[config.mk]
export PLATFORM = sky130hd
export DESIGN_NAME = pbs_supervisor
export DESIGN_NICKNAME = d
export VERILOG_FILES = /design/src/verilog/pbs_pkg.sv /design/src/verilog/pbs_tick_if.sv /design/src/verilog/pbs_debounce.sv /design/src/verilog/pbs_supervisor.sv /design/src/verilog/pbs_tick_gen.sv
export SDC_FILE = /design/constraint.sdc
export NUM_CORES = 1
export LEC_CHECK = 0
export BUFFER_PORTS_ARGS = -buffer_cell sky130_fd_sc_hd__buf_2
export CORE_UTILIZATION = 40
export CTS_CLUSTER_SIZE = 16
export DETAILED_ROUTE_END_ITERATION = 8
export HOLD_SLACK_MARGIN = 0.1
export MAX_ROUTING_LAYER = met4
export SYNTH_ARGS = -nofsm -noshare
export SYNTH_HDL_FRONTEND = slang
export SYNTH_SLANG_ARGS = --single-unit
[constraint.sdc]
create_clock -name mclk -period 2.31 [get_ports mclk]
set_clock_uncertainty 0.2 [all_clocks]
set_input_delay 0.462 -clock mclk [delete_from_list [all_inputs] [get_ports mclk]]
set_output_delay 0.462 -clock mclk [all_outputs]
set_load 0.005 [all_outputs]
[src/verilog/pbs_pkg.sv]
package pbs_pkg;

   // clock and time units
   localparam int CLK_PERIOD_NS = 8;
   localparam int NS_PER_MS     = 1000000;
   localparam int MS_PER_S      = 1000;
   localparam int CYC_PER_MS    = (NS_PER_MS + CLK_PERIOD_NS - 1) / CLK_PERIOD_NS;

   // button and supply timing, in ms unless marked _S
   localparam int T_DEBOUNCE_MS   = 20;
   localparam int T_PB_OUT_MS     = 20;
   localparam int T_VPWR_ON_MS    = 20;
   localparam int T_VPWR_ON_AC_MS = 20;
   localparam int T_MPO_MS        = 80;
   localparam int T_MPO_AC_MS     = 80;
   localparam int T_FORCE_HOLD_S  = 10;
   localparam int T_FORCE_HOLD_MS = T_FORCE_HOLD_S * MS_PER_S;
   localparam int T_VPWR_OFF1_MS  = 10;
   localparam int T_MPO_OFF2_S    = 10;
   localparam int T_MPO_OFF2_MS   = T_MPO_OFF2_S * MS_PER_S;

   // millisecond counter width, holds the longest delay
   localparam int TMR_W = 14;

   // reset levels of the pin-side state
   localparam logic OUT_OFF_RST     = 1'b0;
   localparam logic LINE_HIGH_RST   = 1'b1;
   localparam logic DEB_INIT_LEVEL  = 1'b0;

   typedef enum logic [2:0] {
      S_OFF,
      S_BTN_VIN,
      S_AC_VIN,
      S_MPO,
      S_PG,
      S_ON,
      S_OFF_RAIL,
      S_OFF_PMIC
   } pbs_state_t;

endpackage : pbs_pkg

[src/verilog/pbs_tick_if.sv]
`timescale 1ns/1ns
interface pbs_tick_if;
   logic tick;
   modport src (output tick);
   modport snk (input tick);
endinterface : pbs_tick_if
[src/verilog/pbs_debounce.sv]
`timescale 1ns/1ns
module pbs_debounce #(
   parameter int   DEB_MS = pbs_pkg::T_DEBOUNCE_MS,
   parameter logic INIT   = pbs_pkg::DEB_INIT_LEVEL
) (
   input  wire logic mclk,
   input  wire logic sys_rst,
   input  wire logic raw,
   pbs_tick_if.snk   tk,
   output logic      level_q
);
   localparam int CW = $clog2(DEB_MS + 1);

   logic [CW-1:0] cnt_q;
   logic          done;

   // level follows raw only after DEB_MS whole ticks of disagreement
   assign done = (raw != level_q) && tk.tick && (cnt_q == CW'(DEB_MS - 1));

   always_ff @(posedge mclk) begin
      if (sys_rst || raw == level_q || done) begin
         cnt_q <= '0;
      end else if (tk.tick) begin
         cnt_q <= cnt_q + CW'(1);
      end
   end

   always_ff @(posedge mclk) begin
      if (sys_rst) begin
         level_q <= INIT;
      end else if (done) begin
         level_q <= raw;
      end
   end
endmodule : pbs_debounce

[src/verilog/pbs_supervisor.sv]
`timescale 1ns/1ns
module pbs_supervisor #(
   parameter int CYC_PER_MS    = pbs_pkg::CYC_PER_MS,
   parameter int FORCE_HOLD_MS = pbs_pkg::T_FORCE_HOLD_MS,
   parameter int MPO_OFF2_MS   = pbs_pkg::T_MPO_OFF2_MS,
   parameter int TMR_W         = pbs_pkg::TMR_W
) (
   input  wire logic mclk,
   input  wire logic sys_rst,
   input  wire logic button_n,
   input  wire logic main_power_ok,
   input  wire logic carrier_power_grant,
   input  wire logic system_reset_line_n,
   input  wire logic overtemp_off_request_n,
   input  wire logic board_select_strap,
   output logic      module_input_power_enable,
   output logic      pmic_enable,
   input  wire logic buffered_button_out_n_i,
   output logic      buffered_button_out_n_o,
   output logic      buffered_button_out_n_oe,
   output logic      power_good_check,
   output logic      board_select
);

   pbs_tick_if tk_if ();

   pbs_pkg::pbs_state_t state_q;
   pbs_pkg::pbs_state_t state_d;

   logic             ms_tick;
   logic             btn_press_raw;
   logic             btn_lvl;
   logic             ac_lvl;
   logic             btn_prev_q;
   logic             ac_prev_q;
   logic             rstl_prev_q;
   logic             ot_prev_q;
   logic             btn_rise;
   logic             btn_edge;
   logic             ac_rise;
   logic             rst_edge;
   logic             ot_fall;
   logic [TMR_W-1:0] tmr_q;
   logic [TMR_W-1:0] hold_q;
   logic             hold_fire;
   logic             src_btn_q;
   logic             vin_q;
   logic             pmic_q;
   logic             pg_q;
   logic             pb_busy_q;
   logic             pb_pend_q;
   logic [TMR_W-1:0] pb_cnt_q;
   logic             pb_fire;
   logic             pb_out_q;
   logic             strap_done_q;
   logic             board_sel_q;

   // true on the tick that ends a delay of lim_ms whole ticks
   function automatic logic expired(input logic tk, input logic [TMR_W-1:0] cnt, input int lim_ms);
      if (lim_ms == 0) begin
         return 1'b1;
      end
      return tk && (cnt == TMR_W'(lim_ms - 1));
   endfunction : expired

   pbs_tick_gen #(
      .CYC_PER_MS (CYC_PER_MS)
   ) u_tick (
      .mclk    (mclk),
      .sys_rst (sys_rst),
      .tk      (tk_if.src)
   );

   assign ms_tick       = tk_if.tick;
   assign btn_press_raw = ~button_n;

   pbs_debounce #(
      .DEB_MS (pbs_pkg::T_DEBOUNCE_MS),
      .INIT   (pbs_pkg::DEB_INIT_LEVEL)
   ) u_deb_btn (
      .mclk    (mclk),
      .sys_rst (sys_rst),
      .raw     (btn_press_raw),
      .tk      (tk_if.snk),
      .level_q (btn_lvl)
   );

   pbs_debounce #(
      .DEB_MS (pbs_pkg::T_DEBOUNCE_MS),
      .INIT   (pbs_pkg::DEB_INIT_LEVEL)
   ) u_deb_ac (
      .mclk    (mclk),
      .sys_rst (sys_rst),
      .raw     (main_power_ok),
      .tk      (tk_if.snk),
      .level_q (ac_lvl)
   );

   // edge detection on debounced and module-side lines
   always_ff @(posedge mclk) begin
      if (sys_rst) begin
         btn_prev_q  <= pbs_pkg::DEB_INIT_LEVEL;
         ac_prev_q   <= pbs_pkg::DEB_INIT_LEVEL;
         rstl_prev_q <= pbs_pkg::LINE_HIGH_RST;
         ot_prev_q   <= pbs_pkg::LINE_HIGH_RST;
      end else begin
         btn_prev_q  <= btn_lvl;
         ac_prev_q   <= ac_lvl;
         rstl_prev_q <= system_reset_line_n;
         ot_prev_q   <= overtemp_off_request_n;
      end
   end

   assign btn_rise = btn_lvl & ~btn_prev_q;
   assign btn_edge = btn_lvl ^ btn_prev_q;
   assign ac_rise  = ac_lvl & ~ac_prev_q;
   assign rst_edge = rstl_prev_q ^ system_reset_line_n;
   assign ot_fall  = ot_prev_q & ~overtemp_off_request_n;

   assign hold_fire = btn_lvl && expired(ms_tick, hold_q, FORCE_HOLD_MS);

   always_comb begin
      state_d = state_q;
      unique case (state_q)
         pbs_pkg::S_OFF: begin
            if (btn_rise) begin
               state_d = pbs_pkg::S_BTN_VIN;
            end else if (ac_rise) begin
               state_d = pbs_pkg::S_AC_VIN;
            end
         end
         pbs_pkg::S_BTN_VIN: begin
            // supply-ok is not looked at here
            if (expired(ms_tick, tmr_q, pbs_pkg::T_VPWR_ON_MS)) begin
               state_d = pbs_pkg::S_MPO;
            end
         end
         pbs_pkg::S_AC_VIN: begin
            // button is not looked at until power good
            if (expired(ms_tick, tmr_q, pbs_pkg::T_VPWR_ON_AC_MS)) begin
               state_d = pbs_pkg::S_MPO;
            end
         end
         pbs_pkg::S_MPO: begin
            if (ot_fall) begin
               state_d = pbs_pkg::S_OFF_RAIL;
            end else if (expired(ms_tick, tmr_q, src_btn_q ? pbs_pkg::T_MPO_MS : pbs_pkg::T_MPO_AC_MS)) begin
               state_d = pbs_pkg::S_PG;
            end
         end
         pbs_pkg::S_PG: begin
            if (ot_fall) begin
               state_d = pbs_pkg::S_OFF_RAIL;
            end else if (carrier_power_grant && system_reset_line_n && !rst_edge) begin
               state_d = pbs_pkg::S_ON;
            end
         end
         pbs_pkg::S_ON: begin
            if (ot_fall || hold_fire || !carrier_power_grant) begin
               state_d = pbs_pkg::S_OFF_RAIL;
            end
         end
         pbs_pkg::S_OFF_RAIL: begin
            if (expired(ms_tick, tmr_q, pbs_pkg::T_VPWR_OFF1_MS)) begin
               state_d = pbs_pkg::S_OFF_PMIC;
            end
         end
         pbs_pkg::S_OFF_PMIC: begin
            if (expired(ms_tick, tmr_q, MPO_OFF2_MS)) begin
               state_d = pbs_pkg::S_OFF;
            end
         end
      endcase
   end

   always_ff @(posedge mclk) begin
      if (sys_rst) begin
         state_q <= pbs_pkg::S_OFF;
      end else begin
         state_q <= state_d;
      end
   end

   // per-state millisecond timer, restarts on every state change
   always_ff @(posedge mclk) begin
      if (sys_rst || state_d != state_q) begin
         tmr_q <= '0;
      end else if (ms_tick) begin
         tmr_q <= tmr_q + TMR_W'(1);
      end
   end

   // long-hold counter only runs in S_ON while the debounced button is held, even with power good masked
   always_ff @(posedge mclk) begin
      if (sys_rst || state_q != pbs_pkg::S_ON || !btn_lvl || hold_fire) begin
         hold_q <= '0;
      end else if (ms_tick) begin
         hold_q <= hold_q + TMR_W'(1);
      end
   end

   always_ff @(posedge mclk) begin
      if (sys_rst) begin
         src_btn_q <= pbs_pkg::OUT_OFF_RST;
      end else if (state_d == pbs_pkg::S_BTN_VIN) begin
         src_btn_q <= 1'b1;
      end else if (state_d == pbs_pkg::S_AC_VIN) begin
         src_btn_q <= 1'b0;
      end
   end

   always_ff @(posedge mclk) begin
      if (sys_rst) begin
         vin_q <= pbs_pkg::OUT_OFF_RST;
      end else if (state_q != pbs_pkg::S_MPO && state_d == pbs_pkg::S_MPO) begin
         vin_q <= 1'b1;
      end else if (state_q == pbs_pkg::S_OFF_RAIL && state_d == pbs_pkg::S_OFF_PMIC) begin
         vin_q <= 1'b0;
      end
   end

   always_ff @(posedge mclk) begin
      if (sys_rst) begin
         pmic_q <= pbs_pkg::OUT_OFF_RST;
      end else if (state_q == pbs_pkg::S_MPO && state_d == pbs_pkg::S_PG) begin
         pmic_q <= 1'b1;
      end else if (state_d == pbs_pkg::S_OFF) begin
         pmic_q <= 1'b0;
      end
   end

   // power good is masked while the system reset line is low
   always_ff @(posedge mclk) begin
      if (sys_rst) begin
         pg_q <= pbs_pkg::OUT_OFF_RST;
      end else begin
         pg_q <= (state_d == pbs_pkg::S_ON) && system_reset_line_n && !rst_edge;
      end
   end

   // buffered button: each debounced edge replayed T_PB_OUT_MS later
   assign pb_fire = pb_busy_q && expired(ms_tick, pb_cnt_q, pbs_pkg::T_PB_OUT_MS);

   always_ff @(posedge mclk) begin
      if (sys_rst) begin
         pb_busy_q <= 1'b0;
         pb_pend_q <= pbs_pkg::DEB_INIT_LEVEL;
         pb_cnt_q  <= '0;
      end else if (btn_edge) begin
         pb_busy_q <= 1'b1;
         pb_pend_q <= btn_lvl;
         pb_cnt_q  <= '0;
      end else if (pb_fire) begin
         pb_busy_q <= 1'b0;
      end else if (pb_busy_q && ms_tick) begin
         pb_cnt_q <= pb_cnt_q + TMR_W'(1);
      end
   end

   always_ff @(posedge mclk) begin
      if (sys_rst) begin
         pb_out_q <= pbs_pkg::OUT_OFF_RST;
      end else if (pb_fire) begin
         pb_out_q <= pb_pend_q;
      end
   end

   // strap caught once, the first cycle after reset release
   always_ff @(posedge mclk) begin
      if (sys_rst) begin
         strap_done_q <= 1'b0;
         board_sel_q  <= pbs_pkg::OUT_OFF_RST;
      end else if (!strap_done_q) begin
         strap_done_q <= 1'b1;
         board_sel_q  <= board_select_strap;
      end
   end

   assign module_input_power_enable = vin_q;
   assign pmic_enable               = pmic_q;
   assign buffered_button_out_n_o   = 1'b0;
   assign buffered_button_out_n_oe  = pb_out_q;
   assign power_good_check          = pg_q;
   assign board_select              = board_sel_q;
endmodule : pbs_supervisor

[src/verilog/pbs_tick_gen.sv]
`timescale 1ns/1ns
module pbs_tick_gen #(
   parameter int CYC_PER_MS = pbs_pkg::CYC_PER_MS
) (
   input  wire logic mclk,
   input  wire logic sys_rst,
   pbs_tick_if.src   tk
);
   localparam int CW = $clog2(CYC_PER_MS + 1);

   logic [CW-1:0] div_q;
   logic          tick_q;

   // free-running millisecond timebase, one-cycle tick per ms
   always_ff @(posedge mclk) begin
      if (sys_rst) begin
         div_q  <= '0;
         tick_q <= 1'b0;
      end else if (div_q == CW'(CYC_PER_MS - 1)) begin
         div_q  <= '0;
         tick_q <= 1'b1;
      end else begin
         div_q  <= div_q + CW'(1);
         tick_q <= 1'b0;
      end
   end

   assign tk.tick = tick_q;

endmodule : pbs_tick_gen

==> reports/summary.log, run 1 <==
qor: run_status.run_status finished, violations left
qor: run_status.failed_checks negative setup slack
qor: floorplanning.design.portCount 15
qor: detailed_routing.route.vias.total 3304
qor: timing.rsz0062_at_grt yes
qor: power.total_power 0.00264 W
qor: logic_synthesis.mappedNetlistArea 0.00416 mm^2
qor: logic_synthesis.synth.top_cells.by_area sky130_fd_sc_hd__dfxtp_1, sky130_fd_sc_hd__xor2_1, sky130_fd_sc_hd__nor2_1, sky130_fd_sc_hd__xnor2_1, sky130_fd_sc_hd__nand3_1
qor: power.cellPowerDensity 515 mW/mm^2
qor: logic_synthesis.synth_net_count 470
qor: clock_network.max-clock-path-buffers 2
qor: floorplanning.fp.dieW 104 um
qor: detailed_routing.detailed_route_wl 8.44 mm
qor: global_routing.grt_pass1_vias 3190
qor: timing.slew_viol_final 0
qor: critical_path.cp_slowest_stage_delay 0.37 ns
qor: critical_path.worstPathRequired 2.35 ns
qor: logic_synthesis.ys_dominant_reg_cell sky130_fd_sc_hd__dfxtp_1
qor: logic_synthesis.postSynthRegisterBits 87
qor: job.timing.max_cap.violations 0
qor: power.sw_frac_of_total 22.3%
qor: timing.maxClockFrequency 0.423 GHz
qor: detailed_routing.drtAntennaViolNets 0
qor: power.net-switching-power 0.000589 W
qor: global_routing.overall_fraction_of_global_route_tracks_in_use 16.9%
qor: critical_path.path_class flop to flop
qor: detailed_routing.wire_per_inst 12.8 um
qor: critical_path.cp_num_buf_inv 2
qor: critical_path.crit_path_start_kind flop
qor: power.sequential_share_of_power 57.1%
qor: critical_path.critical_path.cell_chain ha_4 > and4_4 > and4_4 > buf_6 > o211ai_1 > o2bb2ai_2 > mux2i_4 > buf_6 > nor4_2
qor: timing.finalSetupViolCount 14
qor: critical_path.cp_max_fo 7
qor: layout.area.growth.synth_to_final 23.5%
qor: logic_synthesis.syn_inst 453
qor: clock_network.path_clk_slew 0.09 ns
qor: critical_path.crit_family simple AND/OR/NAND/NOR gates
qor: layout.share_of_cells_above_drive_strength_1 27.0%
qor: clock_network.cts.sinks 87
qor: floorplanning.die-area 0.0108 mm^2
qor: logic_synthesis.synth-warning-count 0
qor: global_routing.antenna_found_initial 0
qor: timing.post-route-worst-setup-slack -0.0518 ns
qor: power.p_int 0.00205 W
qor: clock_network.worst_skew_pair.late_latency 0.36 ns
qor: logic_synthesis.share_of_the_yosys_chip_area_belonging_to_registers 41.9%
qor: timing.report.final.hold_viol_count 0
qor: clock_network.tritoncts yes
qor: timing.timing_worst_slew_pin_value 0.604 ns
qor: layout.nNetsFinal 539
qor: layout.final_util 51.8%
qor: power.leakagePower 1.89 nW
qor: critical_path.slowest_stage sky130_fd_sc_hd__dfxtp_2
qor: layout.layout_common_cells sky130_fd_sc_hd__nor2_1, sky130_fd_sc_hd__dfxtp_1, sky130_fd_sc_hd__buf_4, sky130_fd_sc_hd__xor2_1
qor: detailed_routing.drt-vias-per-instance 5.02
qor: critical_path.arrival_time_at_the_worst_endpoint 2.40 ns
qor: power.peakVddDrop 0.242 mV
qor: logic_synthesis.synth-async-reset-ratio 0%
qor: detailed_routing.drt_first_pass_iters 4
qor: timing.min_period_over_period 102%
qor: clock_network.cts_root_buf sky130_fd_sc_hd__clkbuf_8
qor: global_routing.grt_start_max_net_pins 22
qor: global_routing.grt_pass1_wl 14.4 mm
qor: power.clock_power_share 40.2%
qor: detailed_routing.drt_drc_violations_left 0
qor: min_path.worst_hold_class primary input to flop
qor: timing.finalWorstPathRequiredPeriod 2.36 ns
qor: place.place_congestion 0.925
qor: logic_synthesis.synth_top_cell_by_area sky130_fd_sc_hd__dfxtp_1
qor: floorplanning.fp.dieH 104 um
qor: place.detailed_placement_hpwl 5.89 mm
qor: floorplanning.num_rows 36
qor: layout.most_common_library_cell_in_the_layout_ignoring_fill_and_taps sky130_fd_sc_hd__nor2_1
qor: place.portBuffers 12
qor: logic_synthesis.syn-mean-instance-area 9.18 um^2
qor: critical_path.end_kind flop
qor: logic_synthesis.synth_cell_types 60
qor: power.comb_power_share 2.7%
qor: detailed_routing.first_iter_violations 128
qor: logic_synthesis.synth_top_area_share 41.9%
qor: clock_network.numCtsBuffers 9
qor: global_routing.global_route.overflow_total 0
qor: clock_network.number_of_levels_in_the_clock_h_tree 3
qor: layout.diodes_inserted 0
qor: timing.max-slew-margin-rel 59.4%
qor: floorplanning.initial_utilization 42.0%
qor: floorplanning.core_area 0.00991 mm^2
qor: logic_synthesis.synth-edff-count 0
==> final timing paths <==
check | startpoint | to | slack, ns | depth (start not counted)
worst max-delay path | tmr_q[1] | tmr_q[13] | -0.05 | 9
worst min-delay path | board_select_strap | board_select | 0.13 | 3
worst max register to register | tmr_q[1] | tmr_q[13] | -0.05 | 9
worst min register to register | u_tick.div_q[0] | u_tick.div_q[0] | 0.25 | 1
==> layout make-up <==
| class | instances | area, um^2 |
|---|---|---|
| Fill cell | 876 | 4770 |
| Multi-Input combinational cell | 336 | 2390 |
| Sequential cell | 87 | 1760 |
| Timing Repair Buffer | 77 | 586 |
| Tap cell | 133 | 166 |
| Clock buffer | 10 | 138 |
| Clock inverter | 4 | 55.1 |
| Inverter | 11 | 41.3 |
==> tightest hold or removal path: stages <==
cell,delay (ns)
sky130_fd_sc_hd__buf_2,0.08
sky130_fd_sc_hd__mux2i_1,0.05
sky130_fd_sc_hd__nor2_1,0.07
==> cells by family after synthesis <==
group	share of synthesized area [%]
adder cells (fa/ha/maj)	2.41
AO/OA/AOI/OAI	4.94
AND/OR/NAND/NOR	30.9
buffers and inverters	4.51
other	0.0902
flip-flops	41.9
multiplexers	2.17
XOR/XNOR	13.1
==> metal layers <==
layer / GRT usage, % / vias up / part of all wire, %
li1: - / 1715 / -
met1: 21.5 / 1522 / 49
met2: 26.1 / 47 / 45
met3: 3.38 / 20 / 3.1
met4: 7.45 / 0 / 2.6
met5: - / - / 0
==> registers in the layout (all words and copies together), names as in the netlist, 3 cells and up <==
register / flops
u_tick.div_q: 17
hold_q: 14
pb_cnt_q: 14
tmr_q: 14
u_deb_ac.cnt_q: 5
u_deb_btn.cnt_q: 5
state_q: 3
==> cells in the mapped netlist, types with 2 or more instances <==
cell                        n
sky130_fd_sc_hd__and4_4     2
sky130_fd_sc_hd__nor3_1    11
sky130_fd_sc_hd__nor4b_1    6
sky130_fd_sc_hd__buf_1      2
sky130_fd_sc_hd__nand3_1   28
sky130_fd_sc_hd__or3_1      5
sky130_fd_sc_hd__and4_1     3
sky130_fd_sc_hd__nor4_1     8
sky130_fd_sc_hd__xnor2_1   27
sky130_fd_sc_hd__nand4_1   17
sky130_fd_sc_hd__clkbuf_1   5
sky130_fd_sc_hd__nor2b_1    2
sky130_fd_sc_hd__xor2_1    35
sky130_fd_sc_hd__dfxtp_1   87
sky130_fd_sc_hd__mux2i_1    9
sky130_fd_sc_hd__buf_6      6
sky130_fd_sc_hd__nor4_2    11
sky130_fd_sc_hd__inv_1     11
sky130_fd_sc_hd__ha_1       8
sky130_fd_sc_hd__or2_2      3
sky130_fd_sc_hd__nor4bb_1   3
sky130_fd_sc_hd__o21ai_0    6
sky130_fd_sc_hd__and3b_1    2
sky130_fd_sc_hd__nor2_1    78
sky130_fd_sc_hd__nor3b_2    2
sky130_fd_sc_hd__a21oi_1    6
sky130_fd_sc_hd__nand2b_1   2
sky130_fd_sc_hd__and3_1     7
sky130_fd_sc_hd__clkbuf_8   2
sky130_fd_sc_hd__buf_4      2
sky130_fd_sc_hd__nand2_1   28
==> power by group through the flow <==
stage / Sequential (W) / Clock (W) / Combinational [W]
2_1_floorplan: 0.00155 / 0 / 0.0000431
3_3_place_gp: 0.00155 / 0 / 0.0000603
3_5_place_dp: 0.00155 / 0 / 0.0000620
4_1_cts: 0.00151 / 0.00111 / 0.0000712
5_1_grt: 0.00151 / 0.00118 / 0.0000786
6_report: 0.00151 / 0.00106 / 0.0000717
==> timing repair <==
action,CTS,global route
gates cloned,1,0
pin swaps,20,8
setup endpoints to repair,16,16
resized for setup,35,10
hold buffers,1,0
buffers inserted,8,4
endpoints found under the hold margin,1,0
==> metrics by stage <==
| stage | TNS (ns) | hold slack [ns] | instances | worst slack (ns) | instance area, um^2 |
|---|---|---|---|---|---|
| 6_report | -0.416 | 0.134 | 658 | -0.0518 | 5130 |
| 5_1_grt | -1.75 | 0.133 | 658 | -0.142 | 5130 |
| 4_1_cts | -0.162 | 0.118 | 654 | -0.0265 | 5070 |
| 3_5_place_dp | -9.10 | 0.242 | 633 | -0.710 | 4640 |
| 3_3_place_gp | -8.30 | 0.232 | 633 | -0.615 | 4640 |
| 2_1_floorplan | 0 | 0.213 | 453 | 0.0304 | 4160 |
Power figures use the tool's default switching activity.
==> run 2, diff against run 1 <==
==> constraint.sdc (replaced) <==
create_clock -name mclk -period 2.8 [get_ports mclk]
set_clock_uncertainty 0.2 [all_clocks]
set_input_delay 0.56 -clock mclk [delete_from_list [all_inputs] [get_ports mclk]]
set_output_delay 0.56 -clock mclk [all_outputs]
set_load 0.005 [all_outputs]
==> run 2 against run 1 <==
  * The flow now finishes without violations
  * Routed wire length down 8.2%
  * Clock power down 18%
  * Die area unchanged
  * Via count down 5.7%
  * Cell count down 6.7%
  * Combinational power down 28%
  * Clock-buffer cell count down 1
==> reports/summary.log, run 2 (synthesis results as in run 1) <==
qor: clock_network.cts.sinks 87
qor: layout.area.growth.synth_to_final 10.2%
qor: clock_network.postCtsHoldBufs 0
qor: timing.slew_viol_final 0
qor: floorplanning.initial_utilization 42.0%
qor: min_path.worst_hold_class primary input to flop
qor: global_routing.antenna_found_initial 0
qor: critical_path.path_class flop to flop
qor: global_routing.global_route.overflow_total 0
qor: floorplanning.fp.dieW 104 um
qor: power.cellPowerDensity 473 mW/mm^2
qor: layout.final_util 46.3%
qor: place.detailed_placement_hpwl 5.50 mm
qor: global_routing.overall_fraction_of_global_route_tracks_in_use 16.3%
qor: global_routing.grt_pass1_wl 13.9 mm
qor: floorplanning.design.portCount 15
qor: timing.holdWs 0.192 ns
qor: global_routing.grt_pass1_vias 3029
qor: detailed_routing.wire_per_inst 12.6 um
qor: detailed_routing.detailed_route_wl 7.75 mm
qor: clock_network.worst_skew_pair.late_latency 0.38 ns
qor: detailed_routing.drt-vias-per-instance 5.07
qor: layout.nNetsFinal 493
qor: detailed_routing.drt_first_pass_iters 4
qor: timing.finalWorstPathRequiredPeriod 2.61 ns
qor: layout.final_area 0.00458 mm^2
qor: detailed_routing.route.vias.total 3116
qor: detailed_routing.first_iter_violations 114
qor: timing.rsz0062_at_grt no
qor: run_status.run_status finished clean
qor: clock_network.path_clk_slew 0.10 ns
qor: clock_network.number_of_levels_in_the_clock_h_tree 3
qor: detailed_routing.drt_drc_violations_left 0
qor: floorplanning.core_area 0.00991 mm^2
qor: clock_network.numCtsBuffers 9
qor: layout.largest_register u_tick.div_q
qor: timing.max-slew-margin-rel 45.0%
qor: critical_path.worstPathRequired 2.83 ns
qor: floorplanning.num_rows 36
qor: layout.layout_common_cells sky130_fd_sc_hd__dfxtp_1, sky130_fd_sc_hd__nor2_1, sky130_fd_sc_hd__xor2_1, sky130_fd_sc_hd__nand3_1, sky130_fd_sc_hd__nand2_1
qor: floorplanning.die-area 0.0108 mm^2
qor: job.timing.max_cap.violations 0
qor: layout.largest_register_ff_count 17
qor: critical_path.crit_path_start_kind flop
qor: place.place_congestion 0.835
qor: floorplanning.fp.dieH 104 um
qor: layout.diodes_inserted 0
qor: critical_path.end_kind flop
qor: timing.finalSetupViolCount 0
qor: critical_path.r2r_slack 0.19 ns
qor: global_routing.grt_start_max_net_pins 24
qor: critical_path.cp_max_fo 14
qor: detailed_routing.drtAntennaViolNets 0
qor: min_path.worstHoldPathCells 2
qor: place.post_dp_cell_area 0.00438 mm^2
qor: critical_path.worstRegToRegCells 7
qor: timing.timing_worst_slew_pin_value 0.824 ns
qor: timing.min_period_over_period 93.2%
qor: place.portBuffers 12
qor: layout.share_of_cells_above_drive_strength_1 15.6%
qor: timing.maxClockFrequency 0.383 GHz
qor: layout.most_common_library_cell_in_the_layout_ignoring_fill_and_taps sky130_fd_sc_hd__dfxtp_1
qor: clock_network.tritoncts yes
qor: clock_network.post_cts_buffers 0
qor: critical_path.arrival_time_at_the_worst_endpoint 2.64 ns
qor: power.peakVddDrop 0.273 mV
qor: timing.report.final.hold_viol_count 0
qor: power.leakagePower 1.63 nW
qor: clock_network.max-clock-path-buffers 2
qor: clock_network.cts_root_buf sky130_fd_sc_hd__clkbuf_8
run 2: cell count changes in the layout (fill, tap and decap cells not counted), sizes merged:
cell         before  now
buf              76   31
clkinv            1    2
bufinv            1    0
inv              12   15
clkbuf           10    9
dlygate4sd3       1    0
run 2: stage by stage:
stage	setup slack (ns)	setup TNS, ns	total power, W	cells
2_1_floorplan	0.520	0	0.00131	453
3_3_place_gp	-0.0608	-0.635	0.00133	598
3_5_place_dp	-0.0764	-0.937	0.00133	598
4_1_cts	0.192	0	0.00220	614
5_1_grt	0.0156	0	0.00226	614
6_report	0.191	0	0.00217	614
run 2: path summary, 6_finish.rpt:
check                                      from                end
worst max-delay path                  hold_q[1]           tmr_q[2]
worst min-delay path                   button_n  u_deb_btn.level_q
worst max register to register        hold_q[1]           tmr_q[2]
worst min register to register  u_tick.div_q[0]    u_tick.div_q[0]
run 2: final cells by class:
| class | instances | area [um^2] |
|---|---|---|
| timing repair buffer | 31 | 203 |
| clock inverter | 7 | 72.6 |
| inverter | 11 | 41.3 |
| tap | 133 | 166 |
| sequential | 87 | 1740 |
| clock buffer | 9 | 124 |
| fill | 970 | 5330 |
| multi-input combinational | 336 | 2230 |
run 2: power by group:
group | switching, W | internal (W)
Clock | 0.000520 | 0.000350
Sequential | 0.00000445 | 0.00124
Combinational | 0.0000325 | 0.0000190
Total | 0.000557 | 0.00161
run 2: what timing repair did:
action,CTS,global route
endpoints found under the setup margin,14,0
gates resized for setup,1,0
hold endpoints to repair,0,0
run 2: critical path, cell delays in order, from the launching register on:
cell	delay, ns
sky130_fd_sc_hd__dfxtp_1	0.36
sky130_fd_sc_hd__ha_1	0.17
sky130_fd_sc_hd__and4_1	0.24
sky130_fd_sc_hd__nand4_1	0.21
sky130_fd_sc_hd__nand4_1	0.18
sky130_fd_sc_hd__and4_1	0.27
sky130_fd_sc_hd__nor3b_4	0.72
sky130_fd_sc_hd__nor4_1	0.11
run 2: metal layers:
metal | global-route usage, % | wire length (um) | up-vias
li1 | - | - | 1619
met1 | 20.5 | 3870 | 1449
met2 | 24.8 | 3520 | 38
met3 | 4.14 | 237 | 10
met4 | 6.73 | 121 | 0
met5 | - | 0 | -
==> run 3, diff against run 2 <==
--- a/config.mk
+++ b/config.mk
@@ -10,7 +10,7 @@
 export CTS_CLUSTER_SIZE = 16
 export DETAILED_ROUTE_END_ITERATION = 8
 export HOLD_SLACK_MARGIN = 0.1
-export MAX_ROUTING_LAYER = met4
 export SYNTH_ARGS = -nofsm -noshare
 export SYNTH_HDL_FRONTEND = slang
+export SYNTH_HIERARCHICAL = 1
 export SYNTH_SLANG_ARGS = --single-unit
==> run 3 against run 2 <==
  * Clock power increased by 18%
  * Global-route usage fell by 1.1 points
  * Critical path depth unchanged
  * Cell count is 0.98% lower
  * Utilization shrank 0.47 points
==> reports/summary.log, run 3 <==
qor: floorplanning.core_area 0.00995 mm^2
qor: global_routing.antenna_found_initial 0
qor: clock_network.cts.sinks 87
qor: timing.finalWorstPathRequiredPeriod 2.54 ns
qor: logic_synthesis.ys_dominant_reg_cell sky130_fd_sc_hd__dfxtp_1
qor: global_routing.global_route.overflow_total 0
qor: place.post_dp_cell_area 0.00432 mm^2
qor: clock_network.worst_skew_pair.late_latency 0.36 ns
qor: critical_path.worstPathRequired 2.82 ns
qor: global_routing.grt_pass1_vias 2928
qor: critical_path.arrival_time_at_the_worst_endpoint 2.57 ns
qor: layout.diodes_inserted 0
qor: critical_path.r2r_slack 0.26 ns
qor: timing.final.setup.tns 0 ns
qor: place.place_congestion 0.803
qor: detailed_routing.first_iter_violations 113
qor: clock_network.max-clock-path-buffers 2
qor: logic_synthesis.synth_top_cell_by_area sky130_fd_sc_hd__dfxtp_1
qor: logic_synthesis.synth-warning-count 6
qor: clock_network.numCtsBuffers 9
qor: critical_path.worstRegToRegCells 7
qor: timing.min_period_over_period 90.8%
qor: floorplanning.design.portCount 15
qor: timing.timing_worst_slew_pin_value 0.566 ns
qor: clock_network.tritoncts yes
qor: critical_path.end_kind flop
qor: detailed_routing.drt_first_pass_iters 4
qor: layout.layout_common_cells sky130_fd_sc_hd__dfxtp_1, sky130_fd_sc_hd__nor2_1, sky130_fd_sc_hd__xor2_1, sky130_fd_sc_hd__nand2_1, sky130_fd_sc_hd__xnor2_1
qor: critical_path.critical_path.cell_chain ha_1 > and4_4 > and4b_4 > a211oi_2 > o32a_2 > o221ai_4 > nor3_1
qor: logic_synthesis.syn_inst 457
qor: layout.largest_register_ff_count 17
qor: critical_path.cp_max_fo 14
qor: critical_path.cp_slowest_stage_delay 0.43 ns
qor: detailed_routing.detailed_route_wl 7.67 mm
qor: timing.maxClockFrequency 0.393 GHz
qor: critical_path.crit_family compound AO/OA/AOI/OAI gates
qor: min_path.worst_hold_startpoint system_reset_line_n
qor: logic_synthesis.synth_net_count 475
qor: global_routing.grtUsageMet2 24.6%
qor: layout.largest_register u_tick/div_q
qor: global_routing.grt_start_max_net_pins 21
qor: job.timing.max_cap.violations 0
qor: clock_network.post_cts_buffers 0
qor: timing.max-slew-margin-rel 62.2%
qor: global_routing.overall_fraction_of_global_route_tracks_in_use 15.1%
qor: detailed_routing.drt_drc_violations_left 0
qor: logic_synthesis.synth_cell_types 59
qor: run_status.run_status finished clean
qor: layout.share_of_cells_above_drive_strength_1 10.9%
qor: timing.finalSetupViolCount 0
qor: critical_path.reg2reg_to tmr_q[10]
qor: layout.area.growth.synth_to_final 9.21%
qor: logic_synthesis.synth-async-reset-ratio 0%
qor: global_routing.gr-max-usage-layer met2
qor: logic_synthesis.synth.top_cells.by_area sky130_fd_sc_hd__dfxtp_1, sky130_fd_sc_hd__xor2_1, sky130_fd_sc_hd__nor2_1, sky130_fd_sc_hd__xnor2_1, sky130_fd_sc_hd__nand4_1
qor: detailed_routing.drtAntennaViolNets 0
qor: clock_network.path_clk_slew 0.09 ns
qor: floorplanning.initial_utilization 41.9%
qor: min_path.worstHoldPathCells 2
qor: place.portBuffers 12
qor: logic_synthesis.share_of_the_yosys_chip_area_belonging_to_registers 41.7%
qor: layout.nNetsFinal 489
qor: critical_path.cp_num_buf_inv 0
qor: critical_path.path_class flop to flop
qor: critical_path.critical_path_depth 7
qor: logic_synthesis.postSynthRegisterBits 87
qor: logic_synthesis.syn-mean-instance-area 9.13 um^2
qor: layout.most_common_library_cell_in_the_layout_ignoring_fill_and_taps sky130_fd_sc_hd__dfxtp_1
qor: floorplanning.num_rows 36
qor: logic_synthesis.yosys.cell_count.top_type sky130_fd_sc_hd__dfxtp_1
qor: logic_synthesis.synth-edff-count 0
qor: clock_network.cts_root_buf sky130_fd_sc_hd__clkbuf_8
qor: power.leakagePower 1.55 nW
qor: logic_synthesis.mappedNetlistArea 0.00417 mm^2
qor: logic_synthesis.synth_top_area_share 41.7%
qor: clock_network.number_of_levels_in_the_clock_h_tree 3
qor: power.total_power 0.00233 W
qor: floorplanning.fp.dieW 104 um
qor: floorplanning.die-area 0.0108 mm^2
qor: critical_path.slowest_stage sky130_fd_sc_hd__dfxtp_1
qor: power.cellPowerDensity 512 mW/mm^2
qor: timing.report.final.hold_viol_count 0
qor: clock_network.cts_resized 0
qor: power.peakVddDrop 0.420 mV
qor: place.detailed_placement_hpwl 5.51 mm
qor: global_routing.groute.layer.met3.usage 4.01%
qor: floorplanning.fp.dieH 104 um
qor: min_path.worst_hold_class primary input to flop
qor: detailed_routing.wire_per_inst 12.6 um
qor: timing.slew_viol_final 0
qor: global_routing.routing_usage_on_met1 19.4%
qor: layout.final_area 0.00456 mm^2
qor: clock_network.postCtsHoldBufs 0
qor: logic_synthesis.post_synth_most_frequent_cells sky130_fd_sc_hd__dfxtp_1, sky130_fd_sc_hd__nor2_1, sky130_fd_sc_hd__xor2_1, sky130_fd_sc_hd__nand2_1, sky130_fd_sc_hd__xnor2_1
qor: min_path.min_delay_worst_endpoint rstl_prev_q
qor: timing.rsz0062_at_grt no
qor: critical_path.reg2reg_from tmr_q[0]
qor: detailed_routing.drt-vias-per-instance 5.17
qor: detailed_routing.route.vias.total 3146
qor: critical_path.crit_path_start_kind flop
qor: global_routing.grt_pass1_wl 13.5 mm
run 3: power breakdown:
group | switching [W] | internal [W] | total [W] | leakage, nW
Sequential | 0.00000637 | 0.00124 | 0.00125 | 0.702
Combinational | 0.0000340 | 0.0000167 | 0.0000507 | 0.736
Clock | 0.000441 | 0.000592 | 0.00103 | 0.113
Total | 0.000482 | 0.00185 | 0.00233 | 1.55
run 3: how the worst max path moves through the flow:
stage                         from         to  slack [ns]
finish                    tmr_q[0]  tmr_q[10]        0.26
global placement          tmr_q[0]   tmr_q[3]        0.31
global route              tmr_q[0]   tmr_q[6]        0.02
CTS                       tmr_q[0]  tmr_q[13]        0.22
detailed placement        tmr_q[0]   tmr_q[0]        0.24
floorplan           u_tick/tk.tick   tmr_q[0]        0.40
run 3: cell type report:
class | instances | area, um^2
inverter | 10 | 37.5
timing repair buffer | 18 | 105
multi-input combinational | 345 | 2270
clock buffer | 10 | 128
sequential | 87 | 1740
tap | 133 | 166
clock inverter | 5 | 106
fill | 966 | 5400
run 3: kinds of logic (layout without fill, tap and decap cells):
kind of cell	after synthesis	after routing	share of synthesized area [%]
simple gates	232	232	29.6
flops	87	87	41.7
xor+xnor	62	62	13.0
compound gates	34	34	7.35
buf+inv	25	43	3.81
fa+ha+maj	9	9	2.70
mux	7	7	1.68
other cells	1	1	0.0899
run 3: through the flow:
step           hold WS, ns  instances  setup WS [ns]  util [%]
5_1_grt              0.215        608         0.0191      45.8
3_3_place_gp         0.267        593          0.314      43.4
4_1_cts              0.208        608          0.222      45.8
2_1_floorplan        0.241        457          0.396         -
3_5_place_dp         0.274        593          0.245      43.4
6_report             0.223        608          0.258      45.8
run 3: routing by layer:
| layer | up-vias | wire length (um) |
|---|---|---|
| li1 | 1628 | - |
| met1 | 1490 | 3820 |
| met2 | 19 | 3580 |
| met3 | 9 | 161 |
| met4 | 0 | 104 |
| met5 | - | 0 |
